===== config.mk =====
export PLATFORM = sky130hd
export DESIGN_NAME = scrb_bank
export DESIGN_NICKNAME = d
export VERILOG_FILES = /design/src/scrb_pkg.sv /design/src/scrb_bank.sv
export SDC_FILE = /design/constraint.sdc
export NUM_CORES = 1
export LEC_CHECK = 0
export BUFFER_PORTS_ARGS = -buffer_cell sky130_fd_sc_hd__buf_2
export CAP_MARGIN = 15
export CORE_ASPECT_RATIO = 1.25
export CORE_MARGIN = 5
export CORE_UTILIZATION = 25
export DETAILED_ROUTE_END_ITERATION = 10
export GPL_ROUTABILITY_DRIVEN = 1
export GPL_TIMING_DRIVEN = 0
export PLACE_DENSITY = 0.51
export SETUP_SLACK_MARGIN = 0.2
export SYNTH_ARGS = -nofsm -noshare
export SYNTH_HDL_FRONTEND = slang
export SYNTH_SLANG_ARGS = --single-unit
export TNS_END_PERCENT = 100

===== constraint.sdc =====
create_clock -name clk -period 5.35 [get_ports clk]
set_clock_uncertainty 0.1 [all_clocks]
set_input_delay 0 -clock clk [delete_from_list [all_inputs] [get_ports clk]]
set_output_delay 0 -clock clk [all_outputs]
set_load 0.03 [all_outputs]

===== src/scrb_pkg.sv =====
// Package for the safety configuration register bank
package scrb_pkg;
  // ---------------------------------------------------------------
  // Register selection codes
  // ---------------------------------------------------------------
  localparam logic [1:0] SEL_LOW_PHASE = 2'h0;
  localparam logic [1:0] SEL_THRESHOLD = 2'h1;
  localparam logic [1:0] SEL_CHECKSUM = 2'h2;
  localparam logic [1:0] SEL_DIAGNOSTIC_OUTPUT_CONTROL = 2'h3;
  // ---------------------------------------------------------------
  // Reset values
  // ---------------------------------------------------------------
  localparam logic [7:0] LOW_PHASE_RESET = 8'h3C;
  localparam logic [3:0] LIMIT_RESET = 4'hF;
  localparam logic PWROFF_EN_RESET = 1'b0;
  localparam logic [7:0] CHECKSUM_RESET = 8'h96;
  localparam logic [7:0] DIAGNOSTIC_OUTPUT_CONTROL_RESET = 8'h00;
  // ---------------------------------------------------------------
  // Field positions
  // ---------------------------------------------------------------
  localparam int PWROFF_EN_BIT = 4;
  localparam int MUX_EN_BIT = 7;
  localparam int SERIAL_OUT_BIT = 6;
  localparam int MANUAL_OUT_BIT = 5;
  localparam int INTCON_LSB = 2;
  localparam int MUXCFG_LSB = 0;
  // ---------------------------------------------------------------
  // Mux modes and timing
  // ---------------------------------------------------------------
  localparam logic [1:0] MUX_MANUAL = 2'h0;
  localparam logic [1:0] MUX_DIGITAL = 2'h1;
  localparam logic [1:0] MUX_ANALOG = 2'h2;
  localparam logic [1:0] MUX_INTERCONNECT = 2'h3;
  localparam int LOW_PHASE_STEP_US = 15;
  localparam int CLK_MHZ = 40;
  localparam int LOW_PHASE_STEP_CYC = LOW_PHASE_STEP_US * CLK_MHZ;
  typedef struct packed {
    logic wrEn;
    logic [1:0] sel;
    logic [7:0] data;
  } scrb_wr_t;
endpackage


===== src/scrb_bank.sv =====
// Safety configuration register bank
`timescale 1ns/1ps
`default_nettype none
// Functional notes
// - Config writes only in diagnostic, unlocked
// - Diag control writes only when unlocked
// - Low-phase minimum is (value+1)*15us, reset 3C
// - Enabled count match forces OFF state
// - 4-bit limit resets F, bits 7-5 zero
// - Keep 8-bit expected configuration checksum
// - Checksum resets to 96 after wake-up
// - Output enable off tri-states diagnostic pin
// - Mux field selects manual, digital, analog, interconnect
module scrb_bank
  import scrb_pkg::*;
(
  input wire logic clk, // 40 MHz clock
  input wire logic reset, // Power-on reset, sync high
  input wire logic deviceReset, // Device reset, sync high
  input wire scrb_wr_t wrReq, // Write command
  input wire logic [1:0] rdSel, // Read select
  input wire logic inDiagState, // Device in diagnostic state
  input wire logic configLock, // Configuration lock bit
  input wire logic controlLock, // Control lock bit
  input wire logic [3:0] device_error_counter, // Device error count
  input wire logic digitalMux, // Digital mux result
  input wire logic analogMux, // Analog mux comparator result
  input wire logic interconnectIn, // Selected interconnect input
  output logic [7:0] rdData, // Read data
  output logic [7:0] low_phase_min_count, // Low-phase minimum field
  output logic [17:0] lowPhaseMinCycles, // Low-phase minimum in cycles
  output logic [7:0] expected_config_checksum_value, // Expected checksum
  output logic forceOff, // Request OFF state
  output logic [2:0] interconnect_test_select, // Interconnect selector
  output logic serial_out_test_level, // Serial out test level
  output logic diagnostic_output_pin, // Diagnostic pin data
  output logic diagOutEnable_n // Diagnostic pin enable, low drives
);
  logic [7:0] lowPhase_ff;
  logic [3:0] limit_ff;
  logic pwrOffEn_ff;
  logic [7:0] checksum_ff;
  logic [7:0] diagCtrl_ff;
  logic cfgWrOk;
  logic ctlWrOk;
  logic muxBit;
  logic [7:0] nxt_rdData;

  assign cfgWrOk = wrReq.wrEn && inDiagState && !configLock;
  assign ctlWrOk = wrReq.wrEn && !controlLock && wrReq.sel == SEL_DIAGNOSTIC_OUTPUT_CONTROL;

  // ---------------------------------------------------------------
  // Safety configuration registers
  // ---------------------------------------------------------------
  always_ff @(posedge clk) begin
    if (reset) begin
      lowPhase_ff <= LOW_PHASE_RESET;
      limit_ff <= LIMIT_RESET;
      pwrOffEn_ff <= PWROFF_EN_RESET;
      checksum_ff <= CHECKSUM_RESET;
    end else if (cfgWrOk) begin
      case (wrReq.sel)
        SEL_LOW_PHASE: lowPhase_ff <= wrReq.data;
        SEL_THRESHOLD: begin
          limit_ff <= wrReq.data[3:0];
          pwrOffEn_ff <= wrReq.data[PWROFF_EN_BIT];
        end
        SEL_CHECKSUM: checksum_ff <= wrReq.data;
        default: ;
      endcase
    end
  end

  // ---------------------------------------------------------------
  // Diagnostic control register
  // ---------------------------------------------------------------
  always_ff @(posedge clk) begin
    if (reset || deviceReset) begin
      diagCtrl_ff <= DIAGNOSTIC_OUTPUT_CONTROL_RESET;
    end else if (ctlWrOk) begin
      diagCtrl_ff <= wrReq.data;
    end
  end

  // ---------------------------------------------------------------
  // Derived outputs
  // ---------------------------------------------------------------
  always_comb begin
    case (diagCtrl_ff[MUXCFG_LSB +: 2])
      MUX_MANUAL: muxBit = diagCtrl_ff[MANUAL_OUT_BIT];
      MUX_DIGITAL: muxBit = digitalMux;
      MUX_ANALOG: muxBit = analogMux;
      default: muxBit = interconnectIn;
    endcase
    case (rdSel)
      SEL_LOW_PHASE: nxt_rdData = lowPhase_ff;
      SEL_THRESHOLD: nxt_rdData = {3'h0, pwrOffEn_ff, limit_ff};
      SEL_CHECKSUM: nxt_rdData = checksum_ff;
      default: nxt_rdData = diagCtrl_ff;
    endcase
  end

  always_ff @(posedge clk) begin
    if (reset) begin
      rdData <= 8'h00;
      low_phase_min_count <= LOW_PHASE_RESET;
      lowPhaseMinCycles <= 18'h00000;
      expected_config_checksum_value <= CHECKSUM_RESET;
      forceOff <= 1'b0;
      interconnect_test_select <= 3'h0;
      serial_out_test_level <= 1'b0;
      diagnostic_output_pin <= 1'b0;
      diagOutEnable_n <= 1'b1;
    end else begin
      rdData <= nxt_rdData;
      low_phase_min_count <= lowPhase_ff;
      // Field FF gives 153600 cycles, hence 18 bits
      lowPhaseMinCycles <= 18'((10'(lowPhase_ff) + 10'h001) * LOW_PHASE_STEP_CYC);
      expected_config_checksum_value <= checksum_ff;
      forceOff <= pwrOffEn_ff && (device_error_counter == limit_ff);
      interconnect_test_select <= diagCtrl_ff[INTCON_LSB +: 3];
      serial_out_test_level <= diagCtrl_ff[SERIAL_OUT_BIT];
      diagnostic_output_pin <= diagCtrl_ff[MUX_EN_BIT] ? muxBit : 1'b0;
      diagOutEnable_n <= !diagCtrl_ff[MUX_EN_BIT];
    end
  end
endmodule
`default_nettype wire


[Yosys cells after proc, flatten, opt, wreduce, memory -nomap -nowiden]
Index checks and enable logic that the tools add are counted.
Widths: inputs -> output; s select.
Cells by class
  add/subtract/negate cells: 1
  bitwise operators: 1
  reductions and logical operators: 16
  $mul: 1
  equal/unequal tests: 8
  muxes and demuxes: 2
Operators with widths (count)
  $pmux 8 s3: 1
  $mul 9x7->15 const B: 1
  $add 8x1->9 const B: 1
  $eq 2x2->1 const B: 4
  $eq 2x1->1 const B: 3
  $logic_not 2->1: 3
  $reduce_and 2->1: 3
  $logic_and 1x1->1: 5
  $eq 4x4->1: 1
  $logic_not 1->1: 3
  $pmux 1 s3: 1
  $reduce_or 2->1: 1
  $logic_or 1x1->1: 1
  $not 1->1: 1
Word-level totals
  register bits: 78
  output and inout bits: 49
  bits of input ports: 26

[Longest topological paths before layout]
Gate-level depths: netlist (run 1).
  depth after elaboration: 3
  mapped depth: 17

[Worst setup path after synthesis (run 1)]
Ideal clock, no wire load.
  path kind: reg2reg
  start point: register lowPhase_ff[0]
  end point: register lowPhaseMinCycles[17]
  arrival: 4.035 ns
  path buffers: 0
  setup slack: 1.145 ns
  cell stages (with the launch flop): 16
  path through: dfxtp_1 ha_1 nand3_2 nor2_1 xor2_1 ha_1 ha_1 inv_1 fa_1 fa_1 inv_1 ha_1 o211ai_1 nor4_1 or4_1 a21oi_1
Between the ends
  longest elaborated chain between the ends: 2
Ends and longest elaborated chain
  from (decl): RTL line scrb_bank.sv:39  | logic [7:0] lowPhase_ff;
  from (signal assigned): RTL line scrb_bank.sv:63  | SEL_LOW_PHASE: lowPhase_ff <= wrReq.data;
  $add 8x1->9: RTL line scrb_bank.sv:118  | lowPhaseMinCycles <= 18'((10'(lowPhase_ff) + 10'h001) * LOW_PHASE_STEP_CYC);
  $mul 9x7->15: RTL line scrb_bank.sv:118
  to (signal assigned): RTL line scrb_bank.sv:118
  to (decl): RTL line scrb_bank.sv:31  | output logic [17:0] lowPhaseMinCycles,
No other way between the ends.
A chain may end at the register's enable or synchronous reset.

[Worst setup path in the final report (run 1)]
  start point: register lowPhase_ff[2]
  end point: register lowPhaseMinCycles[16]
The elaborated chain is that of the path after synthesis.

==> impl_metrics.yaml, run 1 <==
status:
  result_of_the_run: "finished clean"
synthesis:
  ff_latch_count_synth: 75
  post_synth_instance_area_mm2: 0.00381
  synthSimpleGateAreaFrac_pct: 16.2
  post_synth_most_frequent_cells: "75 x sky130_fd_sc_hd__dfxtp_1, 40 x sky130_fd_sc_hd__ha_1, 36 x sky130_fd_sc_hd__nand2_1"
  netlist_instances: 386
  synth_compound_gate_area_share_pct: 7.42
  synthXorXnorAreaFrac_pct: 4.59
  dominant_combinational_cell_family_by_area_after_synthesis: "adder cells"
  synthMuxAreaShare_pct: 9.94
  yosys.area_share.adder_pct: 17.3
  synth_largest_area_cell: "sky130_fd_sc_hd__dfxtp_1"
  synth_top_area_share_pct: 39.4
  edff_count_synth: 0
  yosysMostFrequentCell: "sky130_fd_sc_hd__dfxtp_1"
  synth_async_sr_flop_share_pct: 0
  seq_area_frac_synth_pct: 39.4
  synth_cell_types: 49
  syn-mean-instance-area_um2: 9.88
  yosys_warnings: 0
  synth.area.top_cells: "sky130_fd_sc_hd__dfxtp_1 39%, sky130_fd_sc_hd__ha_1 13%, sky130_fd_sc_hd__mux2i_1 6.3%"
  synth_ff_type: "sky130_fd_sc_hd__dfxtp_1"
die:
  initial_core_util_pct: 25.5
  die_h_um: 148
  die_area_mm2: 0.0178
  row_count: 50
  boundaryPins: 75
  floorplan.core_area_mm2: 0.0150
  die_w_um: 120
detailed_routing:
  drtIter0Drc: 153
  drc: 0
  detail_route.vias_per_cell: 4.47
  drt_pass1_iterations: 4
  routed_wl_mm: 9.70
  wl_per_cell_um: 14.5
  route.vias.total: 2998
  antenna_violating_nets_post_route: 0
worst_setup_path:
  critical_path_required_ps: 5450
  setup.worst_path.end: "lowPhaseMinCycles[16]$_SDFF_PP0_"
  worst_r2r_endpoint: "lowPhaseMinCycles[16]$_SDFF_PP0_"
  critical_path.max_fanout: 7
  critical_path.reg2reg.startpoint: "lowPhase_ff[2]$_SDFFE_PP1P_"
  crit_path_start: "lowPhase_ff[2]$_SDFFE_PP1P_"
  worst-r2r-setup-slack_ps: 670
  critical_path.endpoint_type: "register"
  timing.setup.critical_path_class: "reg2reg"
  cp_data_arrival_time_ps: 4770
  rr_worst_depth: 16
  critPathLaunchType: "register"
pwr:
  clock_power_share_pct: 44.8
  p_leak_nw: 2.18
  p_comb_share_pct: 14.5
  vdd_ir_drop_max_mv: 0.112
  cell_internal_pwr_mw: 1.07
  switchingPower_mw: 0.372
  powerDensity_mw_per_mm2: 297
  p_sw_share_pct: 25.8
  seq_power_share_pct: 40.7
sta:
  min_period_ps: 4680
  fmax_ghz: 0.214
  slew_headroom_pct: 33.3
  finalSetupViolCount: 0
  grt_setup_unrepaired: "false"
  post-route-worst-setup-slack_ps: 675
  worst_slew_pin_tran_ps: 995
  hold_viol_final: 0
  period_share_pct: 87.4
  drv_slew: 0
  fin_setup_tns_ps: 0
global_routing:
  use_met1_pct: 12.7
  grt.busiest_layer: "met2"
  grt_util_met3_pct: 2.51
  groute.usage.overall_pct: 11.5
  largest_net_degree_at_the_start_of_global_routing: 14
  initial_antenna_violation_count: 0
  grt_total_ovfl: 0
  via_count_of_the_first_global_routing_pass: 3183
  globalRouteMet2Util_pct: 21.1
  first_pass_grt_wire_length_mm: 16.0
placement:
  placement.io_buffers: 70
  post-place-cells: 640
  place_worst_setup_slack_ps: 679
  post-dp-hpwl_mm: 7.76
  gp_routability_congestion: 0.762
cells_and_area:
  n_fill_cell: 1559
  multi_input_comb_area_mm2: 0.00213
  area_delta_synth_final_pct: 27.3
  finalNonFillerCells: 670
  ff_latch_area_mm2: 0.00150
  layout_cell_share_with_drive_strength_beyond_1_pct: 22.5
  antenna-diode-count: 0
  nNetsFinal: 557
run:
  timing.max_cap.violations: 0
clock_tree:
  cts_post_setup_buffers_inserted: 0
  cts-htree-levels: 3
  tritoncts_clock_tree: "done"
  cts_sinks: 75
  clkTransAtPathRegs_ps: 60
  clkLatencyLatePin_ps: 340
  max-clock-path-buffers: 2
  ctsRootBufferMaster: "sky130_fd_sc_hd__clkbuf_16"
  cts_made_buffers: 9
min_path:
  hold_path_class: "in2reg"
worst max-delay path, cell delays in order (launching register included):
cell and delay [ps]:
sky130_fd_sc_hd__dfxtp_1 520, sky130_fd_sc_hd__nand4_1 170, sky130_fd_sc_hd__or2_1 240, sky130_fd_sc_hd__clkbuf_1 160, sky130_fd_sc_hd__xnor2_1 370, sky130_fd_sc_hd__ha_1 320
sky130_fd_sc_hd__ha_1 280, sky130_fd_sc_hd__ha_1 280, sky130_fd_sc_hd__inv_1 50, sky130_fd_sc_hd__fa_1 520, sky130_fd_sc_hd__inv_1 40, sky130_fd_sc_hd__ha_1 350
sky130_fd_sc_hd__nand3_1 90, sky130_fd_sc_hd__o211ai_1 430, sky130_fd_sc_hd__nor3b_1 340, sky130_fd_sc_hd__o21ai_0 120, sky130_fd_sc_hd__nor3b_1 140
worst min path at each step:
| stage | startpoint | to | slack (ps) | depth (start not counted) |
|---|---|---|---|---|
| after global routing | reset | low_phase_min_count[1]$_SDFF_PP0_ | 30 | 2 |
| final | reset | low_phase_min_count[1]$_SDFF_PP0_ | 6 | 2 |
| after CTS | reset | low_phase_min_count[1]$_SDFF_PP0_ | 1 | 2 |
| after floorplan | wrReq[0] | limit_ff[0]$_SDFFE_PP1P_ | 30 | 2 |
| after detailed placement | wrReq[5] | lowPhase_ff[5]$_SDFFE_PP1P_ | 170 | 3 |
| after global placement | wrReq[7] | checksum_ff[7]$_SDFFE_PP1P_ | 160 | 3 |
flip-flops by register name (all words and copies together), names as in the netlist, 3 cells and up:
name                            count
lowPhaseMinCycles                  15
checksum_ff                         8
diagCtrl_ff                         8
expected_config_checksum_value      8
lowPhase_ff                         8
low_phase_min_count                 8
rdData                              8
limit_ff                            4
interconnect_test_select            3
stage by stage:
stage | hold WS [ps] | util, % | power (mW) | instance area, µm²
after floorplan | 25.1 | - | 0.740 | 3820
final | 6.01 | 32.5 | 1.44 | 4850
after global routing | 28.0 | 32.5 | 1.51 | 4850
after global placement | 164 | 29.4 | 0.800 | 4400
after CTS | 1.15 | 32.4 | 1.46 | 4850
after detailed placement | 174 | 29.4 | 0.803 | 4400
power groups by stage:
| stage | Sequential, mW | Clock (mW) | Combinational [mW] |
|---|---|---|---|
| after CTS | 0.586 | 0.664 | 0.212 |
| after global routing | 0.587 | 0.688 | 0.232 |
| final | 0.585 | 0.644 | 0.209 |
| after detailed placement | 0.598 | 0 | 0.205 |
| after floorplan | 0.632 | 0 | 0.108 |
| after global placement | 0.598 | 0 | 0.202 |
layout make-up:
type / count / share of cell area, %
inverters: 28 / 2.27
clock inverters: 6 / 1.86
clock buffers: 10 / 4.72
repair buffers: 84 / 10.0
well taps: 182 / 4.69
flip-flops and latches: 75 / 30.9
multi-input cells: 267 / 43.8
plain buffers: 18 / 1.70
logic make-up (layout without fill, tap and decap cells):
kind of cell               count (synthesis)  in the layout
and+or+nand+nor                          122            122
DFF                                       75             75
adders and majority gates                 48             48
buffers and inverters                     46            146
AOI/OAI and AO/OA                         44             44
muxes                                     30             30
xor gates and xnor gates                  20             20
other                                      1              3
cells in the final DEF (no fill, tap or decap), drive strengths merged, types with 8 or more instances in the layout:
master,netlist,final
mux2i,24,24
xor2,9,9
xnor2,11,11
fa,8,8
nor2,27,27
buf,10,81
inv,27,27
nand2,36,36
a21oi,17,17
dlygate4sd3,0,13
ha,40,40
nand3,8,8
clkbuf,8,18
or2,10,10
nor2b,15,15
dfxtp,75,75
per-layer routing:
metal | part of all wire (%) | vias up
met3 | 4.1 | 14
met4 | 2.6 | 0
met1 | 41 | 1415
li1 | - | 1496
met5 | 0 | -
met2 | 53 | 73
repair_timing:
action | 4_1_cts | 5_1_grt
hold buffers | 13 | 0
hold endpoints to repair | 30 | 0
gates resized for setup | 0 | 0
No activity file was read; power rests on OpenSTA's default activity.
==> run 2, diff against run 1 <==
--- a/config.mk
+++ b/config.mk
@@ -7,7 +7,7 @@
 export LEC_CHECK = 0
 export BUFFER_PORTS_ARGS = -buffer_cell sky130_fd_sc_hd__buf_2
 export CAP_MARGIN = 15
-export CORE_ASPECT_RATIO = 1.25
+export CORE_ASPECT_RATIO = 1.75
 export CORE_MARGIN = 5
 export CORE_UTILIZATION = 25
 export DETAILED_ROUTE_END_ITERATION = 10
==> run 2 against run 1 <==
Against the previous run: worst hold slack gained 40 ps; routed wire length up 6.5%; global-route usage up 0.87 points; final cell count is the same; clock power increased by 5.1%; fmax down 1.7%; die area increased by 0.46%.
==> impl_metrics.yaml, run 2 (synthesized netlist as in run 1, its figures left out) <==
worst_setup_path:
  cp_data_arrival_time_ps: 4920
  critical_path_required_ps: 5510
  critical_path.n_buffers_inverters: 3
  critical-path-top-cell-by-count: "sky130_fd_sc_hd__ha_1"
  critical_path.max_fanout: 7
  worst_path_max_delay_cell: "sky130_fd_sc_hd__fa_1"
  timing.setup.critical_path_class: "reg2reg"
  critical_path.endpoint_type: "register"
  max_stage_delay_on_crit_path_ps: 530
  critPathLaunchType: "register"
  timing.critical_path.cells: "nand4_1 -> or2_1 -> clkbuf_1 -> xnor2_1 -> ha_1 -> ha_1 -> ha_1 -> inv_1 -> fa_1 -> inv_1 -> ha_1 -> a21oi_1 -> o211a_1 -> nor4_1 -> or4_1 -> a21oi_1"
  cp_top_family: "adder cells"
status:
  result_of_the_run: "finished clean"
pwr:
  powerDensity_mw_per_mm2: 304
  p_leak_nw: 2.19
  vdd_ir_drop_max_mv: 0.150
cells_and_area:
  area_delta_synth_final_pct: 27.5
  largest_reg_flops: 15
  layout_cell_share_with_drive_strength_beyond_1_pct: 22.8
  nNetsFinal: 556
  finalNonFillerCells: 670
  layout_common_cells: "75 x sky130_fd_sc_hd__dfxtp_1, 73 x sky130_fd_sc_hd__buf_2, 40 x sky130_fd_sc_hd__ha_1"
  layout_commonest_cell: "sky130_fd_sc_hd__dfxtp_1"
  registers.top_by_ff_count: "lowPhaseMinCycles"
  antenna-diode-count: 0
placement:
  gp_routability_congestion: 0.879
  placement.io_buffers: 70
  post-place-cells: 641
  post-dp-hpwl_mm: 8.32
die:
  initial_core_util_pct: 25.6
  boundaryPins: 75
  die_w_um: 103
  row_count: 59
  floorplan.core_area_mm2: 0.0149
  die_h_um: 173
  die_area_mm2: 0.0179
clock_tree:
  cts-htree-levels: 3
  cts_sinks: 75
  clkTransAtPathRegs_ps: 60
  tritoncts_clock_tree: "done"
  max-clock-path-buffers: 2
  cts_hold_buf: 11
  clkLatencyLatePin_ps: 340
  cts_post_setup_buffers_inserted: 0
  cts_made_buffers: 9
  cts_repair_resize_count: 0
  ctsRootBufferMaster: "sky130_fd_sc_hd__clkbuf_16"
detailed_routing:
  drc: 0
  routedLengthMet1_mm: 3.97
  route.vias.total: 3013
  detail_route.vias_per_cell: 4.50
  drtIter0Drc: 87
  routed_wl_mm: 10.3
  wl_met3_um: 427
  top_layer: "met4"
  antenna_violating_nets_post_route: 0
  met2_length_mm: 5.58
  wl_per_cell_um: 15.4
  drt_pass1_iterations: 4
sta:
  finalSetupViolCount: 0
  period_share_pct: 88.9
  drv_slew: 0
  fin_setup_tns_ps: 0
  min_period_ps: 4760
  fmax_ghz: 0.210
  worst_slew_pin_tran_ps: 1060
  hold_viol_final: 0
  grt_setup_unrepaired: "false"
  slew_headroom_pct: 28.8
global_routing:
  first_pass_grt_wire_length_mm: 16.8
  groute.usage.overall_pct: 12.4
  via_count_of_the_first_global_routing_pass: 3221
  initial_antenna_violation_count: 0
  grt_total_ovfl: 0
  largest_net_degree_at_the_start_of_global_routing: 15
run:
  timing.max_cap.violations: 0
min_path:
  hold_path_class: "in2reg"
## run 2: path summary, 6_finish.rpt
check             cells past startpoint  slack (ps)                                to                         from
hold reg to reg                       1         370        diagOutEnable_n$_SDFF_PP1_  diagCtrl_ff[7]$_SDFFE_PP0P_
setup reg to reg                     16         590  lowPhaseMinCycles[17]$_SDFF_PP0_  lowPhase_ff[2]$_SDFFE_PP1P_
setup / recovery                     16         590  lowPhaseMinCycles[17]$_SDFF_PP0_  lowPhase_ff[2]$_SDFFE_PP1P_
hold / removal                        5          50       diagCtrl_ff[4]$_SDFFE_PP0P_                    wrReq[10]
## run 2: cell type report
cell class / count / area [µm²]
buffer: 18 / 82.6
clock buffer: 10 / 239
clock inverter: 6 / 96.3
fill: 1595 / 10100
inverter: 28 / 110
multi-input combinational: 267 / 2130
sequential: 75 / 1500
tap: 183 / 229
timing repair buffer: 83 / 475
## run 2: layer usage
metal | global-route usage (%) | vias to the layer above
met2 | 22.2 | 76
li1 | - | 1495
met3 | 2.62 | 24
met1 | 13.1 | 1418
met4 | 6.21 | 0
met5 | 0 | -
## run 2: where the power goes
group          switching (mW)  internal [mW]
sequential            0.00659          0.578
clock                   0.250          0.427
combinational           0.134         0.0803
total                   0.391           1.09
## run 2: tightest hold or removal path, delay by kind of cell
family                 cells  cell delay, ps
buffers and inverters      1             110
AND/OR/NAND/NOR            3             270
AO/OA/AOI/OAI              1              50
## run 2: metrics by stage
stage / total power, mW / cell area, µm² / hold WS [ps] / util (%) / worst slack (ps)
floorplan: 0.740 / 3820 / 25.1 / - / 1150
global placement: 0.803 / 4400 / 168 / 29.5 / 597
detailed placement: 0.807 / 4400 / 173 / 29.5 / 589
CTS: 1.50 / 4840 / 3.68 / 32.5 / 566
global route: 1.54 / 4860 / 52.7 / 32.6 / 256
finish: 1.48 / 4860 / 45.5 / 32.6 / 594
